==> src/verilog/sdvc_defines.svh <==
// Constants for the synthesiser divider and oscillator calibration register bank.
`ifndef SDVC_DEFINES_SVH
`define SDVC_DEFINES_SVH

`define SDVC_ADDR_W         10
`define SDVC_IDX_LSB        2
`define SDVC_IDX_MSB        9

// Register indices; the byte address is four times the index.
`define SDVC_IDX_DIV_MODE   8'h30
`define SDVC_IDX_GEN_CTRL   8'h31
`define SDVC_IDX_RF_RDIV    8'h38
`define SDVC_IDX_RF_IDIV    8'h39
`define SDVC_IDX_FRAC_LO    8'h3A
`define SDVC_IDX_FRAC_HI    8'h3B
`define SDVC_IDX_IF_NDIV    8'h3C
`define SDVC_IDX_IF_RDIV    8'h3D
`define SDVC_IDX_IF_CUR     8'h3E
`define SDVC_IDX_CAL_CTRL   8'h50
`define SDVC_IDX_BIAS_CODE  8'h51
`define SDVC_IDX_BIAS_TIME  8'h52
`define SDVC_IDX_HF_CODE    8'h53
`define SDVC_IDX_HF_COUNT   8'h54
`define SDVC_IDX_HF_TIMES   8'h55
`define SDVC_IDX_HF_START   8'h56
`define SDVC_IDX_LF_CODE    8'h57
`define SDVC_IDX_CAL_STAT   8'h5E
`define SDVC_IDX_RB_RDIV    8'hC8
`define SDVC_IDX_RB_IDIV    8'hC9
`define SDVC_IDX_RB_FLO     8'hCA
`define SDVC_IDX_RB_FHI     8'hCB
`define SDVC_IDX_RB_NDIV    8'hCC
`define SDVC_IDX_RB_RDIVIF  8'hCD
`define SDVC_IDX_RB_CUR     8'hCE

// Reset values.
`define SDVC_RST_RF_IDIV    16'h0080
`define SDVC_RST_IF_NDIV    16'h0080
`define SDVC_RST_IF_RDIV    16'h0002
`define SDVC_RST_MCLK_MHZ   8'h14
`define SDVC_RST_BIAS_TIME  8'h06
`define SDVC_RST_HF_COUNT   16'h015E
`define SDVC_RST_HF_TIMES   16'h0D06
`define SDVC_RST_HF_START   16'h012C

// Field positions.
`define SDVC_MODE_INT_BIT   0
`define SDVC_MODE_R24_BIT   1
`define SDVC_GEN_IFRUN_BIT  5
`define SDVC_CUR_BIAS_BIT   7
`define SDVC_START_LF_BIT   2
`define SDVC_START_HF_BIT   1
`define SDVC_START_BIAS_BIT 0
`define SDVC_MCLK_LSB       8

// Timing and scaling.
`define SDVC_SETTLE_UNIT_US 16'h0008
`define SDVC_PUMP_STEP_UA   9'h019
`define SDVC_RESP_OKAY      2'b00
`define SDVC_RESP_SLVERR    2'b10

`endif

==> src/verilog/sdvc_pkg.sv <==
// Types shared by the synthesiser register bank.
`default_nettype none
package sdvc_pkg;
	// Phases of the high-frequency oscillator calibration sequence.
	typedef enum logic [1:0] {
		HF_IDLE,
		HF_STARTUP,
		HF_LOOP_SETTLE,
		HF_CLOSED_SETTLE
	} sdvc_hf_phase_t;
endpackage
`default_nettype wire

==> src/verilog/sdvc_regs.sv <==
// Divider and oscillator calibration register bank with an AXI4-Lite slave.
//
// The implementer's own choice: the AXI4-Lite slave port.
`timescale 1ns/100ps
`default_nettype none
`include "sdvc_defines.svh"
module sdvc_regs #(
	parameter int LF_CAL_US = 325
) (
	input  wire logic        mclk,
	input  wire logic        reset_n,
	input  wire logic        ce,
	input  wire logic [9:0]  s_axi_awaddr,
	input  wire logic        s_axi_awvalid,
	output logic             s_axi_awready,
	input  wire logic [31:0] s_axi_wdata,
	input  wire logic [3:0]  s_axi_wstrb,
	input  wire logic        s_axi_wvalid,
	output logic             s_axi_wready,
	output logic [1:0]       s_axi_bresp,
	output logic             s_axi_bvalid,
	input  wire logic        s_axi_bready,
	input  wire logic [9:0]  s_axi_araddr,
	input  wire logic        s_axi_arvalid,
	output logic             s_axi_arready,
	output logic [31:0]      s_axi_rdata,
	output logic [1:0]       s_axi_rresp,
	output logic             s_axi_rvalid,
	input  wire logic        s_axi_rready,
	input  wire logic        ifPdClk,
	output logic [35:0]      rfDivRatio,
	output logic [6:0]       rfRefDivider,
	output logic [13:0]      ifFeedbackDivider,
	output logic [8:0]       ifRefDividerApplied,
	output logic             ifPllRun,
	output logic             ifBiasHigh,
	output logic [8:0]       ifPumpCurrentUa,
	output logic [4:0]       biasCalCode,
	output logic [8:0]       hfOscCalCode,
	output logic [9:0]       hfOscCalCycles,
	output logic [8:0]       lfOscCalCode,
	output logic [2:0]       calProgress,
	output logic             usTick
);
	// Stored register contents.
	logic [7:0]  divMode_r;
	logic [7:0]  genCtrl_r;
	logic [7:0]  rfRdiv_r;
	logic [15:0] rfIdiv_r;
	logic [15:0] fracLo_r;
	logic [7:0]  fracHi_r;
	logic [15:0] ifNdiv_r;
	logic [15:0] ifRdiv_r;
	logic [7:0]  ifCur_r;
	logic [7:0]  mclkMhz_r;
	logic [7:0]  biasCode_r;
	logic [7:0]  biasTime_r;
	logic [15:0] hfCode_r;
	logic [15:0] hfCount_r;
	logic [15:0] hfTimes_r;
	logic [15:0] hfStart_r;
	logic [15:0] lfCode_r;

	// Bus channel state.
	logic        awHeld_r;
	logic [9:0]  awAddr_r;
	logic        wHeld_r;
	logic [31:0] wData_r;
	logic [3:0]  wStrb_r;
	logic        bvalid_r;
	logic [1:0]  bresp_r;
	logic        rvalid_r;
	logic [1:0]  rresp_r;
	logic [31:0] rdata_r;

	// Merge a strobed write into an old word, lane by lane.
	function automatic logic [31:0] mergeLanes(input logic [31:0] old, input logic [31:0] data,
		input logic [3:0] strb);
		logic [31:0] res;
		res = old;
		for (int i = 0; i < 4; i++) begin
			if (strb[i]) begin
				res[i*8 +: 8] = data[i*8 +: 8];
			end
		end
		return res;
	endfunction

	// Writable register indices; anything else answers with an error.
	function automatic logic isWritable(input logic [7:0] idx);
		return (idx == `SDVC_IDX_DIV_MODE) || (idx == `SDVC_IDX_GEN_CTRL) ||
			((idx >= `SDVC_IDX_RF_RDIV) && (idx <= `SDVC_IDX_IF_CUR)) ||
			((idx >= `SDVC_IDX_CAL_CTRL) && (idx <= `SDVC_IDX_LF_CODE));
	endfunction

	// Channel handshakes; a write answer must be taken before the next write request.
	wire logic [7:0]  wrIdx   = awAddr_r[`SDVC_IDX_MSB:`SDVC_IDX_LSB];
	wire logic [7:0]  rdIdx   = s_axi_araddr[`SDVC_IDX_MSB:`SDVC_IDX_LSB];
	wire logic        doWrite = ce && awHeld_r && wHeld_r && !bvalid_r;
	wire logic        wrOk    = isWritable(wrIdx);
	wire logic        doRead  = s_axi_arvalid && s_axi_arready;
	assign s_axi_awready = ce && !awHeld_r && !bvalid_r;
	assign s_axi_wready  = ce && !wHeld_r && !bvalid_r;
	assign s_axi_arready = ce && !rvalid_r;
	assign s_axi_bvalid  = bvalid_r;
	assign s_axi_bresp   = bresp_r;
	assign s_axi_rvalid  = rvalid_r;
	assign s_axi_rresp   = rresp_r;
	assign s_axi_rdata   = rdata_r;

	// Write data after byte strobes over a zero word; no register uses it, each merges into its own old value.
	wire logic [31:0] wMerged16 = mergeLanes({16'h0000, 16'h0000}, wData_r, wStrb_r);
	wire logic        wrSel     = doWrite && wrOk;

	// Address and data are captured independently, in either order.
	always_ff @(posedge mclk or negedge reset_n) begin
		if (!reset_n) begin
			awHeld_r <= 1'b0;
			awAddr_r <= 10'h000;
			wHeld_r  <= 1'b0;
			wData_r  <= 32'h0000_0000;
			wStrb_r  <= 4'h0;
		end else if (ce) begin
			if (s_axi_awvalid && s_axi_awready) begin
				awHeld_r <= 1'b1;
				awAddr_r <= s_axi_awaddr;
			end else if (doWrite) begin
				awHeld_r <= 1'b0;
			end
			if (s_axi_wvalid && s_axi_wready) begin
				wHeld_r <= 1'b1;
				wData_r <= s_axi_wdata;
				wStrb_r <= s_axi_wstrb;
			end else if (doWrite) begin
				wHeld_r <= 1'b0;
			end
		end
	end

	// The write answer follows once both halves are in.
	always_ff @(posedge mclk or negedge reset_n) begin
		if (!reset_n) begin
			bvalid_r <= 1'b0;
			bresp_r  <= `SDVC_RESP_OKAY;
		end else if (ce) begin
			if (doWrite) begin
				bvalid_r <= 1'b1;
				bresp_r  <= wrOk ? `SDVC_RESP_OKAY : `SDVC_RESP_SLVERR;
			end else if (s_axi_bready) begin
				bvalid_r <= 1'b0;
			end
		end
	end

	// Register storage; new fraction words land at once even with the loop running.
	always_ff @(posedge mclk or negedge reset_n) begin
		if (!reset_n) begin
			divMode_r  <= 8'h00;
			genCtrl_r  <= 8'h00;
			rfRdiv_r   <= 8'h00;
			rfIdiv_r   <= `SDVC_RST_RF_IDIV;
			fracLo_r   <= 16'h0000;
			fracHi_r   <= 8'h00;
			ifNdiv_r   <= `SDVC_RST_IF_NDIV;
			ifRdiv_r   <= `SDVC_RST_IF_RDIV;
			ifCur_r    <= 8'h00;
			mclkMhz_r  <= `SDVC_RST_MCLK_MHZ;
			biasCode_r <= 8'h00;
			biasTime_r <= `SDVC_RST_BIAS_TIME;
			hfCode_r   <= 16'h0000;
			hfCount_r  <= `SDVC_RST_HF_COUNT;
			hfTimes_r  <= `SDVC_RST_HF_TIMES;
			hfStart_r  <= `SDVC_RST_HF_START;
			lfCode_r   <= 16'h0000;
		end else if (ce && wrSel) begin
			unique case (wrIdx)
				`SDVC_IDX_DIV_MODE:  divMode_r  <= 8'(mergeLanes({24'h00_0000, divMode_r}, wData_r, wStrb_r));
				`SDVC_IDX_GEN_CTRL:  genCtrl_r  <= 8'(mergeLanes({24'h00_0000, genCtrl_r}, wData_r, wStrb_r));
				`SDVC_IDX_RF_RDIV:   rfRdiv_r   <= 8'(mergeLanes({24'h00_0000, rfRdiv_r}, wData_r, wStrb_r));
				`SDVC_IDX_RF_IDIV:   rfIdiv_r   <= 16'(mergeLanes({16'h0000, rfIdiv_r}, wData_r, wStrb_r));
				`SDVC_IDX_FRAC_LO:   fracLo_r   <= 16'(mergeLanes({16'h0000, fracLo_r}, wData_r, wStrb_r));
				`SDVC_IDX_FRAC_HI:   fracHi_r   <= 8'(mergeLanes({24'h00_0000, fracHi_r}, wData_r, wStrb_r));
				`SDVC_IDX_IF_NDIV:   ifNdiv_r   <= 16'(mergeLanes({16'h0000, ifNdiv_r}, wData_r, wStrb_r));
				`SDVC_IDX_IF_RDIV:   ifRdiv_r   <= 16'(mergeLanes({16'h0000, ifRdiv_r}, wData_r, wStrb_r));
				`SDVC_IDX_IF_CUR:    ifCur_r    <= 8'(mergeLanes({24'h00_0000, ifCur_r}, wData_r, wStrb_r));
				`SDVC_IDX_CAL_CTRL:  mclkMhz_r  <= 8'(mergeLanes({16'h0000, mclkMhz_r, 8'h00}, wData_r, wStrb_r)
					>> `SDVC_MCLK_LSB);
				`SDVC_IDX_BIAS_CODE: biasCode_r <= 8'(mergeLanes({24'h00_0000, biasCode_r}, wData_r, wStrb_r));
				`SDVC_IDX_BIAS_TIME: biasTime_r <= 8'(mergeLanes({24'h00_0000, biasTime_r}, wData_r, wStrb_r));
				`SDVC_IDX_HF_CODE:   hfCode_r   <= 16'(mergeLanes({16'h0000, hfCode_r}, wData_r, wStrb_r));
				`SDVC_IDX_HF_COUNT:  hfCount_r  <= 16'(mergeLanes({16'h0000, hfCount_r}, wData_r, wStrb_r));
				`SDVC_IDX_HF_TIMES:  hfTimes_r  <= 16'(mergeLanes({16'h0000, hfTimes_r}, wData_r, wStrb_r));
				`SDVC_IDX_HF_START:  hfStart_r  <= 16'(mergeLanes({16'h0000, hfStart_r}, wData_r, wStrb_r));
				`SDVC_IDX_LF_CODE:   lfCode_r   <= 16'(mergeLanes({16'h0000, lfCode_r}, wData_r, wStrb_r));
				default: ;
			endcase
		end
	end

	// Start bits are decoded from the write itself and never stored.
	wire logic ctrlWr     = wrSel && (wrIdx == `SDVC_IDX_CAL_CTRL) && wStrb_r[0];
	wire logic startBias  = ctrlWr && wData_r[`SDVC_START_BIAS_BIT];
	wire logic startHf    = ctrlWr && wData_r[`SDVC_START_HF_BIT];
	wire logic startLf    = ctrlWr && wData_r[`SDVC_START_LF_BIT];

	// Microsecond timebase; a zero setting is taken as one so the tick never stops.
	logic [7:0] tbCnt_r;
	wire logic [7:0] tbDiv  = (mclkMhz_r == 8'h00) ? 8'h01 : mclkMhz_r;
	wire logic       tbWrap = (tbCnt_r >= tbDiv - 8'h01);
	always_ff @(posedge mclk or negedge reset_n) begin
		if (!reset_n) begin
			tbCnt_r <= 8'h00;
		end else if (ce) begin
			tbCnt_r <= tbWrap ? 8'h00 : tbCnt_r + 8'h01;
		end
	end
	assign usTick = ce && tbWrap;

	// Bias calibration runs for the programmed settle period in microseconds.
	logic       biasBusy_r;
	logic [5:0] biasCnt_r;
	wire logic  biasDone = biasBusy_r && usTick && (biasCnt_r <= 6'h01);
	always_ff @(posedge mclk or negedge reset_n) begin
		if (!reset_n) begin
			biasBusy_r <= 1'b0;
			biasCnt_r  <= 6'h00;
		end else if (ce) begin
			if (startBias) begin
				biasBusy_r <= 1'b1;
				biasCnt_r  <= biasTime_r[5:0];
			end else if (biasDone) begin
				biasBusy_r <= 1'b0;
			end else if (biasBusy_r && usTick) begin
				biasCnt_r <= biasCnt_r - 6'h01;
			end
		end
	end

	// High-frequency calibration: start-up wait, loop settle, then closed-loop settle.
	sdvc_pkg::sdvc_hf_phase_t hfPhase_r;
	logic [15:0] hfCnt_r;
	wire logic   hfStep     = usTick && (hfCnt_r <= 16'h0001);
	wire logic [15:0] loopUs   = 16'(hfTimes_r[15:8]) * `SDVC_SETTLE_UNIT_US;
	wire logic [15:0] closedUs = 16'(hfTimes_r[7:0]) * `SDVC_SETTLE_UNIT_US;
	always_ff @(posedge mclk or negedge reset_n) begin
		if (!reset_n) begin
			hfPhase_r <= sdvc_pkg::HF_IDLE;
			hfCnt_r   <= 16'h0000;
		end else if (ce) begin
			if (startHf) begin
				hfPhase_r <= sdvc_pkg::HF_STARTUP;
				hfCnt_r   <= hfStart_r;
			end else if (usTick) begin
				hfCnt_r <= hfCnt_r - 16'h0001;
				unique case (hfPhase_r)
					sdvc_pkg::HF_IDLE: hfCnt_r <= 16'h0000;
					sdvc_pkg::HF_STARTUP: if (hfStep) begin
						hfPhase_r <= sdvc_pkg::HF_LOOP_SETTLE;
						hfCnt_r   <= loopUs;
					end
					sdvc_pkg::HF_LOOP_SETTLE: if (hfStep) begin
						hfPhase_r <= sdvc_pkg::HF_CLOSED_SETTLE;
						hfCnt_r   <= closedUs;
					end
					sdvc_pkg::HF_CLOSED_SETTLE: if (hfStep) begin
						hfPhase_r <= sdvc_pkg::HF_IDLE;
					end
				endcase
			end
		end
	end

	// Low-frequency calibration holds busy for a fixed microsecond span.
	logic        lfBusy_r;
	logic [15:0] lfCnt_r;
	wire logic   lfDone = lfBusy_r && usTick && (lfCnt_r <= 16'h0001);
	always_ff @(posedge mclk or negedge reset_n) begin
		if (!reset_n) begin
			lfBusy_r <= 1'b0;
			lfCnt_r  <= 16'h0000;
		end else if (ce) begin
			if (startLf) begin
				lfBusy_r <= 1'b1;
				lfCnt_r  <= 16'(LF_CAL_US);
			end else if (lfDone) begin
				lfBusy_r <= 1'b0;
			end else if (lfBusy_r && usTick) begin
				lfCnt_r <= lfCnt_r - 16'h0001;
			end
		end
	end
	assign calProgress = {lfBusy_r, hfPhase_r != sdvc_pkg::HF_IDLE, biasBusy_r};

	// The phase detector clock arrives from another domain and is synchronised first.
	logic pdSync1_r;
	logic pdSync2_r;
	logic pdSync3_r;
	logic [8:0] ifRdivApplied_r;
	wire logic pdEdge = pdSync2_r && !pdSync3_r;
	always_ff @(posedge mclk or negedge reset_n) begin
		if (!reset_n) begin
			pdSync1_r       <= 1'b0;
			pdSync2_r       <= 1'b0;
			pdSync3_r       <= 1'b0;
			ifRdivApplied_r <= 9'(`SDVC_RST_IF_RDIV);
		end else if (ce) begin
			pdSync1_r <= ifPdClk;
			pdSync2_r <= pdSync1_r;
			pdSync3_r <= pdSync2_r;
			// Swapping only on a detector edge keeps a divider change from cutting a cycle short.
			if (pdEdge) begin
				ifRdivApplied_r <= ifRdiv_r[8:0];
			end
		end
	end
	assign ifRefDividerApplied = ifRdivApplied_r;

	// Fraction decode in units of 2^-24, then added to the integer divider.
	wire logic        fracInt  = divMode_r[`SDVC_MODE_INT_BIT];
	wire logic        frac24   = divMode_r[`SDVC_MODE_R24_BIT];
	wire logic [23:0] frac24W  = {fracHi_r, fracLo_r};
	wire logic [23:0] frac16W  = {fracLo_r, 8'h00};
	wire logic [23:0] fracSel  = fracInt ? 24'h00_0000 : (frac24 ? frac24W : frac16W);
	assign rfDivRatio = {14'h0000, rfIdiv_r[10:0], 11'h000} * 36'h0_0000_2000
		+ {{12{fracSel[23]}}, fracSel};

	// Settings presented to the analog loops.
	assign rfRefDivider      = rfRdiv_r[6:0];
	assign ifFeedbackDivider = ifNdiv_r[13:0];
	assign ifPllRun          = genCtrl_r[`SDVC_GEN_IFRUN_BIT];
	assign ifBiasHigh        = ifCur_r[`SDVC_CUR_BIAS_BIT];
	assign ifPumpCurrentUa   = `SDVC_PUMP_STEP_UA * {5'h00, ifCur_r[3:0]} + `SDVC_PUMP_STEP_UA;
	assign biasCalCode       = biasCode_r[4:0];
	assign hfOscCalCode      = hfCode_r[8:0];
	assign hfOscCalCycles    = hfCount_r[9:0];
	assign lfOscCalCode      = lfCode_r[8:0];

	// Read selection: readbacks mirror the stored write registers.
	function automatic logic [32:0] readMux(input logic [7:0] idx);
		unique case (idx)
			`SDVC_IDX_RB_RDIV:   return {1'b1, 24'h00_0000, rfRdiv_r};
			`SDVC_IDX_RB_IDIV:   return {1'b1, 16'h0000, rfIdiv_r};
			`SDVC_IDX_RB_FLO:    return {1'b1, 16'h0000, fracLo_r};
			`SDVC_IDX_RB_FHI:    return {1'b1, 24'h00_0000, fracHi_r};
			`SDVC_IDX_RB_NDIV:   return {1'b1, 16'h0000, ifNdiv_r};
			`SDVC_IDX_RB_RDIVIF: return {1'b1, 16'h0000, ifRdiv_r};
			`SDVC_IDX_RB_CUR:    return {1'b1, 24'h00_0000, ifCur_r};
			`SDVC_IDX_CAL_STAT:  return {1'b1, 29'h0000_0000, calProgress};
			default:             return 33'h0_0000_0000;
		endcase
	endfunction
	// A process, not a net: the mux reads registers that are not among its arguments.
	logic [32:0] rdSel;
	always_comb rdSel = readMux(rdIdx);

	// Read answer one edge after the address is taken, held until rready.
	always_ff @(posedge mclk or negedge reset_n) begin
		if (!reset_n) begin
			rvalid_r <= 1'b0;
			rresp_r  <= `SDVC_RESP_OKAY;
			rdata_r  <= 32'h0000_0000;
		end else if (ce) begin
			if (doRead) begin
				rvalid_r <= 1'b1;
				rresp_r  <= rdSel[32] ? `SDVC_RESP_OKAY : `SDVC_RESP_SLVERR;
				rdata_r  <= rdSel[31:0];
			end else if (s_axi_rready) begin
				rvalid_r <= 1'b0;
			end
		end
	end

	wire logic unusedBits = ^{wMerged16, biasTime_r[7:6], ifNdiv_r[15:14], ifRdiv_r[15:9]};
endmodule
`default_nettype wire

==> config.mk <==
export PLATFORM = sky130hd
export DESIGN_NAME = sdvc_regs
export DESIGN_NICKNAME = d
export VERILOG_FILES = /design/src/verilog/sdvc_pkg.sv /design/src/verilog/sdvc_regs.sv
export VERILOG_INCLUDE_DIRS = /design/src /design/src/verilog
export SDC_FILE = /design/constraint.sdc
export NUM_CORES = 1
export LEC_CHECK = 0
export BUFFER_PORTS_ARGS = -buffer_cell sky130_fd_sc_hd__buf_4
export CORE_ASPECT_RATIO = 0.75
export CORE_MARGIN = 2
export CORE_UTILIZATION = 58
export CTS_CLUSTER_DIAMETER = 80
export DETAILED_ROUTE_END_ITERATION = 8
export GPL_TIMING_DRIVEN = 1
export PLACE_DENSITY = 0.81
export SLEW_MARGIN = 20
export SYNTH_ARGS = -nofsm -noshare
export SYNTH_HDL_FRONTEND = slang
export SYNTH_SLANG_ARGS = --single-unit
==> constraint.sdc <==
create_clock -name mclk -period 4.2 [get_ports mclk]
set_input_delay 0.42 -clock mclk [delete_from_list [all_inputs] [get_ports mclk]]
set_output_delay 0.42 -clock mclk [all_outputs]
set_load 0.02 [all_outputs]
==> impl_metrics.yaml <==
final_layout:
  fill_cells: 1742
  drive_gt1_share_pct: 35.6
  fin_nets: 1518
  postLayoutCoreUtil_pct: 69.5
  n_antenna_cell: 0
  stdcell_area_mm2: 0.0168
  area_delta_synth_final_pct: 16.7
routing:
  viasPerCell: 6.17
  routedWlPerCell_um: 21.4
  wl_um: 37700
  vias: 10800
  drt_iter0_drc: 857
  drc: 0
  antenna_left: 0
  drtPass1Iterations: 5
yosys:
  yosys_warnings: 0
  synth_seq_area_share_pct: 48.9
  syn_area_per_cell_um2: 11.4
  postSynthCellCount: 1264
  yosysUniqueCellTypes: 74
  synthArstFlopShare_pct: 100
  synth_edf_count: 0
  synth_area_mm2: 0.0144
  synth_flop_cell: "dfrtp_1"
  ys_ff_latch: 280
flow_run:
  maxCapViolCount: 0
clock_tree:
  cts_tree: "built"
  clk_transition_reported_paths_ps: 60
  insertion_delay_ps: 540
  cts_inserted_buffers: 26
  cts-htree-levels: 1
  root_buffer: "clkbuf_16"
  cts.path.max_buffers: 3
  cts_sinks: 280
setup_path:
  crit_top_cell: "ha_1"
  path_max_fanout: 12
  max_stage_delay_ps: 480
  critPathBufInv: 3
  cp_slowest_cell: "dfrtp_1"
  setup.worst_path.class: "flop to output pin"
  worstSetupStartpointType: "flop"
  arrival_ps: 3600
  crit_family: "compound AO/OA/AOI/OAI gates"
  worstSetupEndpointType: "output pin"
  worst_ep_required_time_ps: 3780
  crit_path_cell_trace: "nor4_4 -> a31oi_2 -> ha_1 -> xnor2_1 -> ha_1 -> or2_2 -> a21o_1 -> a32oi_2 -> buf_6 -> inv_4 -> buf_4"
sta:
  tightest_slew_ps: 1020
  finClkSkew_ps: 21.7
  fin_setup_tns_ps: 0
  fmax_mhz: 249
  rsz0062_at_grt: "no"
  fin_hold_ws_ps: 115
  setup_viol: 0
  finalCritPeriodShare_pct: 95.7
  hold_viol: 0
  drv_slew: 0
  relSlewSlack_pct: 31.7
  finalCriticalPeriod_ps: 4020
power:
  p_total_w: 0.00741
  swShare_pct: 32.9
  intPower_w: 0.00497
  leakagePower_nw: 8.12
  ir_drop_mv: 0.298
  p_per_area_mw_per_mm2: 442
  power_frac_comb_pct: 19.8
  power.share.sequential_pct: 47.0
  p_clk_share_pct: 33.2
  power.net_switching_w: 0.00244
grt:
  first_global_vias: 10500
  grt_max_degree: 114
  grt.total_usage_pct: 28.7
  grt_pass1_wl_um: 58700
  grt_overflow: 0
  antenna_found_initial: 0
floorplanning:
  die_area_mm2: 0.0261
  die_w_um: 186
  num_rows: 49
  ios: 220
  initial_core_util_pct: 59.5
  core_area_mm2: 0.0242
  die_h_um: 140
place:
  place_area_mm2: 0.0158
  io_buffers: 179
  place_hpwl_um: 26400
  gp_congestion: 0.891
status:
  status: "finished clean"
min_path:
  min_path_type: "input pin to flop"
-- through the flow --
stage	setup WS (ps)	cells
after detailed placement	26.5	1707
after global routing	13.4	1757
final	181	1757
after CTS	11.6	1756
after floorplan	459	1281
after global placement	176	1707
-- Yosys cell counts (9+ instances only) --
master | instances | area [µm²]
mux2_2 | 212 | 2390
nand2_1 | 65 | 244
dfrtp_1 | 257 | 6430
a221oi_1 | 9 | 78.8
mux2i_1 | 19 | 190
a22oi_1 | 21 | 158
buf_4 | 41 | 308
nand4_1 | 11 | 68.8
a21oi_1 | 27 | 135
o21ai_0 | 49 | 245
or3_1 | 22 | 138
nor2_1 | 74 | 278
nor3_1 | 36 | 180
nor4_1 | 13 | 81.3
a21o_1 | 9 | 67.6
clkbuf_1 | 44 | 165
ha_1 | 45 | 563
and2_1 | 15 | 93.8
a22o_1 | 18 | 158
buf_1 | 12 | 45.0
dfstp_2 | 23 | 604
inv_1 | 40 | 150
nand3_1 | 16 | 80.1
a31oi_1 | 10 | 62.6
nor2b_1 | 11 | 68.8
or2_2 | 9 | 56.3
xnor2_1 | 32 | 280
-- final cells by class --
class / count / area (µm²) / share of cell area (%)
Sequential cell: 280 / 7040 / 41.9
Timing Repair Buffer: 200 / 1540 / 9.16
Clock buffer: 40 / 805 / 4.79
Inverter: 41 / 156 / 0.932
Clock inverter: 7 / 85.1 / 0.507
Multi-Input combinational cell: 858 / 6750 / 40.2
Tap cell: 331 / 414 / 2.47
-- worst register-to-register path: stages, from the launching register on --
cell	delay (ps)
dfrtp_1	480
nor4_4	370
a31oi_2	160
ha_1	240
nand2b_1	140
nor2_1	70
xnor2_1	150
ha_1	280
nand4_1	150
nor2_1	150
a32oi_2	200
buf_4	200
or4_1	680
or4_1	460
a21oi_1	160
-- power by group through the flow --
| stage | Sequential [W] | Combinational [W] | Clock [W] |
|---|---|---|---|
| global placement | 0.00349 | 0.00137 | 0 |
| global route | 0.00351 | 0.00160 | 0.00260 |
| floorplan | 0.00319 | 0.00112 | 0 |
| CTS | 0.00346 | 0.00144 | 0.00248 |
| detailed placement | 0.00351 | 0.00142 | 0 |
| finish | 0.00348 | 0.00146 | 0.00246 |
-- placed cells by master, fill, tap and decap left out, types with 6 or more instances in the layout --
master,netlist,routed
a21o_1,9,9
mux2i_1,19,19
o31ai_1,7,6
buf_4,41,194
ha_1,45,45
nand4_1,11,11
a21oi_1,27,27
and2_1,15,15
o41ai_1,6,6
or3_1,22,22
nand3_1,16,16
or4_1,7,7
o21ai_0,49,49
dfstp_2,23,23
xnor2_1,32,32
and3_1,7,7
mux2_2,212,212
clkbuf_8,0,8
clkbuf_16,0,27
nor3_1,36,36
nand2_1,65,65
a221oi_1,9,9
conb_1,1,18
or2_2,9,9
dfrtp_1,257,257
nor2_1,74,74
inv_1,40,40
nand2b_1,6,6
a22oi_1,21,21
nor4_1,13,11
nor2b_1,11,11
a31oi_1,10,9
xor2_1,7,7
a22o_1,18,18
-- per-layer routing --
| layer | vias up | wire length (µm) | part of all wire (%) | track usage [%] |
|---|---|---|---|---|
| li1 | 4815 | - | - | - |
| met1 | 5509 | 17200 | 46 | 43.0 |
| met2 | 460 | 16500 | 44 | 42.8 |
| met3 | 59 | 3150 | 8.4 | 6.53 |
| met4 | 0 | 799 | 2.1 | 5.84 |
| met5 | - | 0 | 0 | 0 |
-- kinds of logic after synthesis --
logic type	after synthesis	share of synthesized area (%)
AOI/OAI and AO/OA	204	9.80
xor gates and xnor gates	39	2.37
adders and majority gates	46	4.05
buffers and inverters	143	4.89
DFF	280	48.9
muxes	234	18.4
other	1	0.0261
and+or+nand+nor	317	11.5
-- worst paths after layout --
check	endpoint	cells after the start	slack, ps	from
worst max-delay path	usTick	11	180	mclkMhz_r[3]$_DFFE_PN0P_
worst min-delay path	wStrb_r[0]$_DFFE_PN0P_	2	120	s_axi_wstrb[0]
worst max register to register	lfCnt_r[13]$_DFFE_PN0P_	14	240	mclkMhz_r[3]$_DFFE_PN0P_
worst min register to register	biasCnt_r[3]$_DFFE_PN0P_	2	480	biasTime_r[3]$_DFFE_PN0P_
max in group asynchronous	hfCount_r[1]$_DFFE_PN1P_	3	2640	reset_n
min in group asynchronous	ifNdiv_r[9]$_DFFE_PN0P_	2	520	reset_n
-- sequential cells by signal, indices dropped and copies added, names as in the netlist, 8 cells and up --
| register | flops |
|---|---|
| fracLo_r | 16 |
| hfCnt_r | 16 |
| hfStart_r | 16 |
| hfTimes_r | 16 |
| ifNdiv_r | 16 |
| ifRdiv_r | 16 |
| lfCnt_r | 16 |
| rfIdiv_r | 16 |
| s_axi_rdata | 16 |
| wData_r | 16 |
| hfCount_r | 10 |
| hfCode_r | 9 |
| ifRefDividerApplied | 9 |
| lfCode_r | 9 |
| awAddr_r | 8 |
| fracHi_r | 8 |
| ifCur_r | 8 |
| mclkMhz_r | 8 |
| rfRdiv_r | 8 |
| tbCnt_r | 8 |
-- timing repair --
action                                  in CTS  in global routing
resized for setup                            4                  4
hold buffers                                 1                  0
setup buffers                                0                  1
endpoints found under the setup margin       8                  1
endpoints found under the hold margin       30                  0
cloned                                       1                  0
pin swaps                                    1                  1
Power figures use the tool's default switching activity.
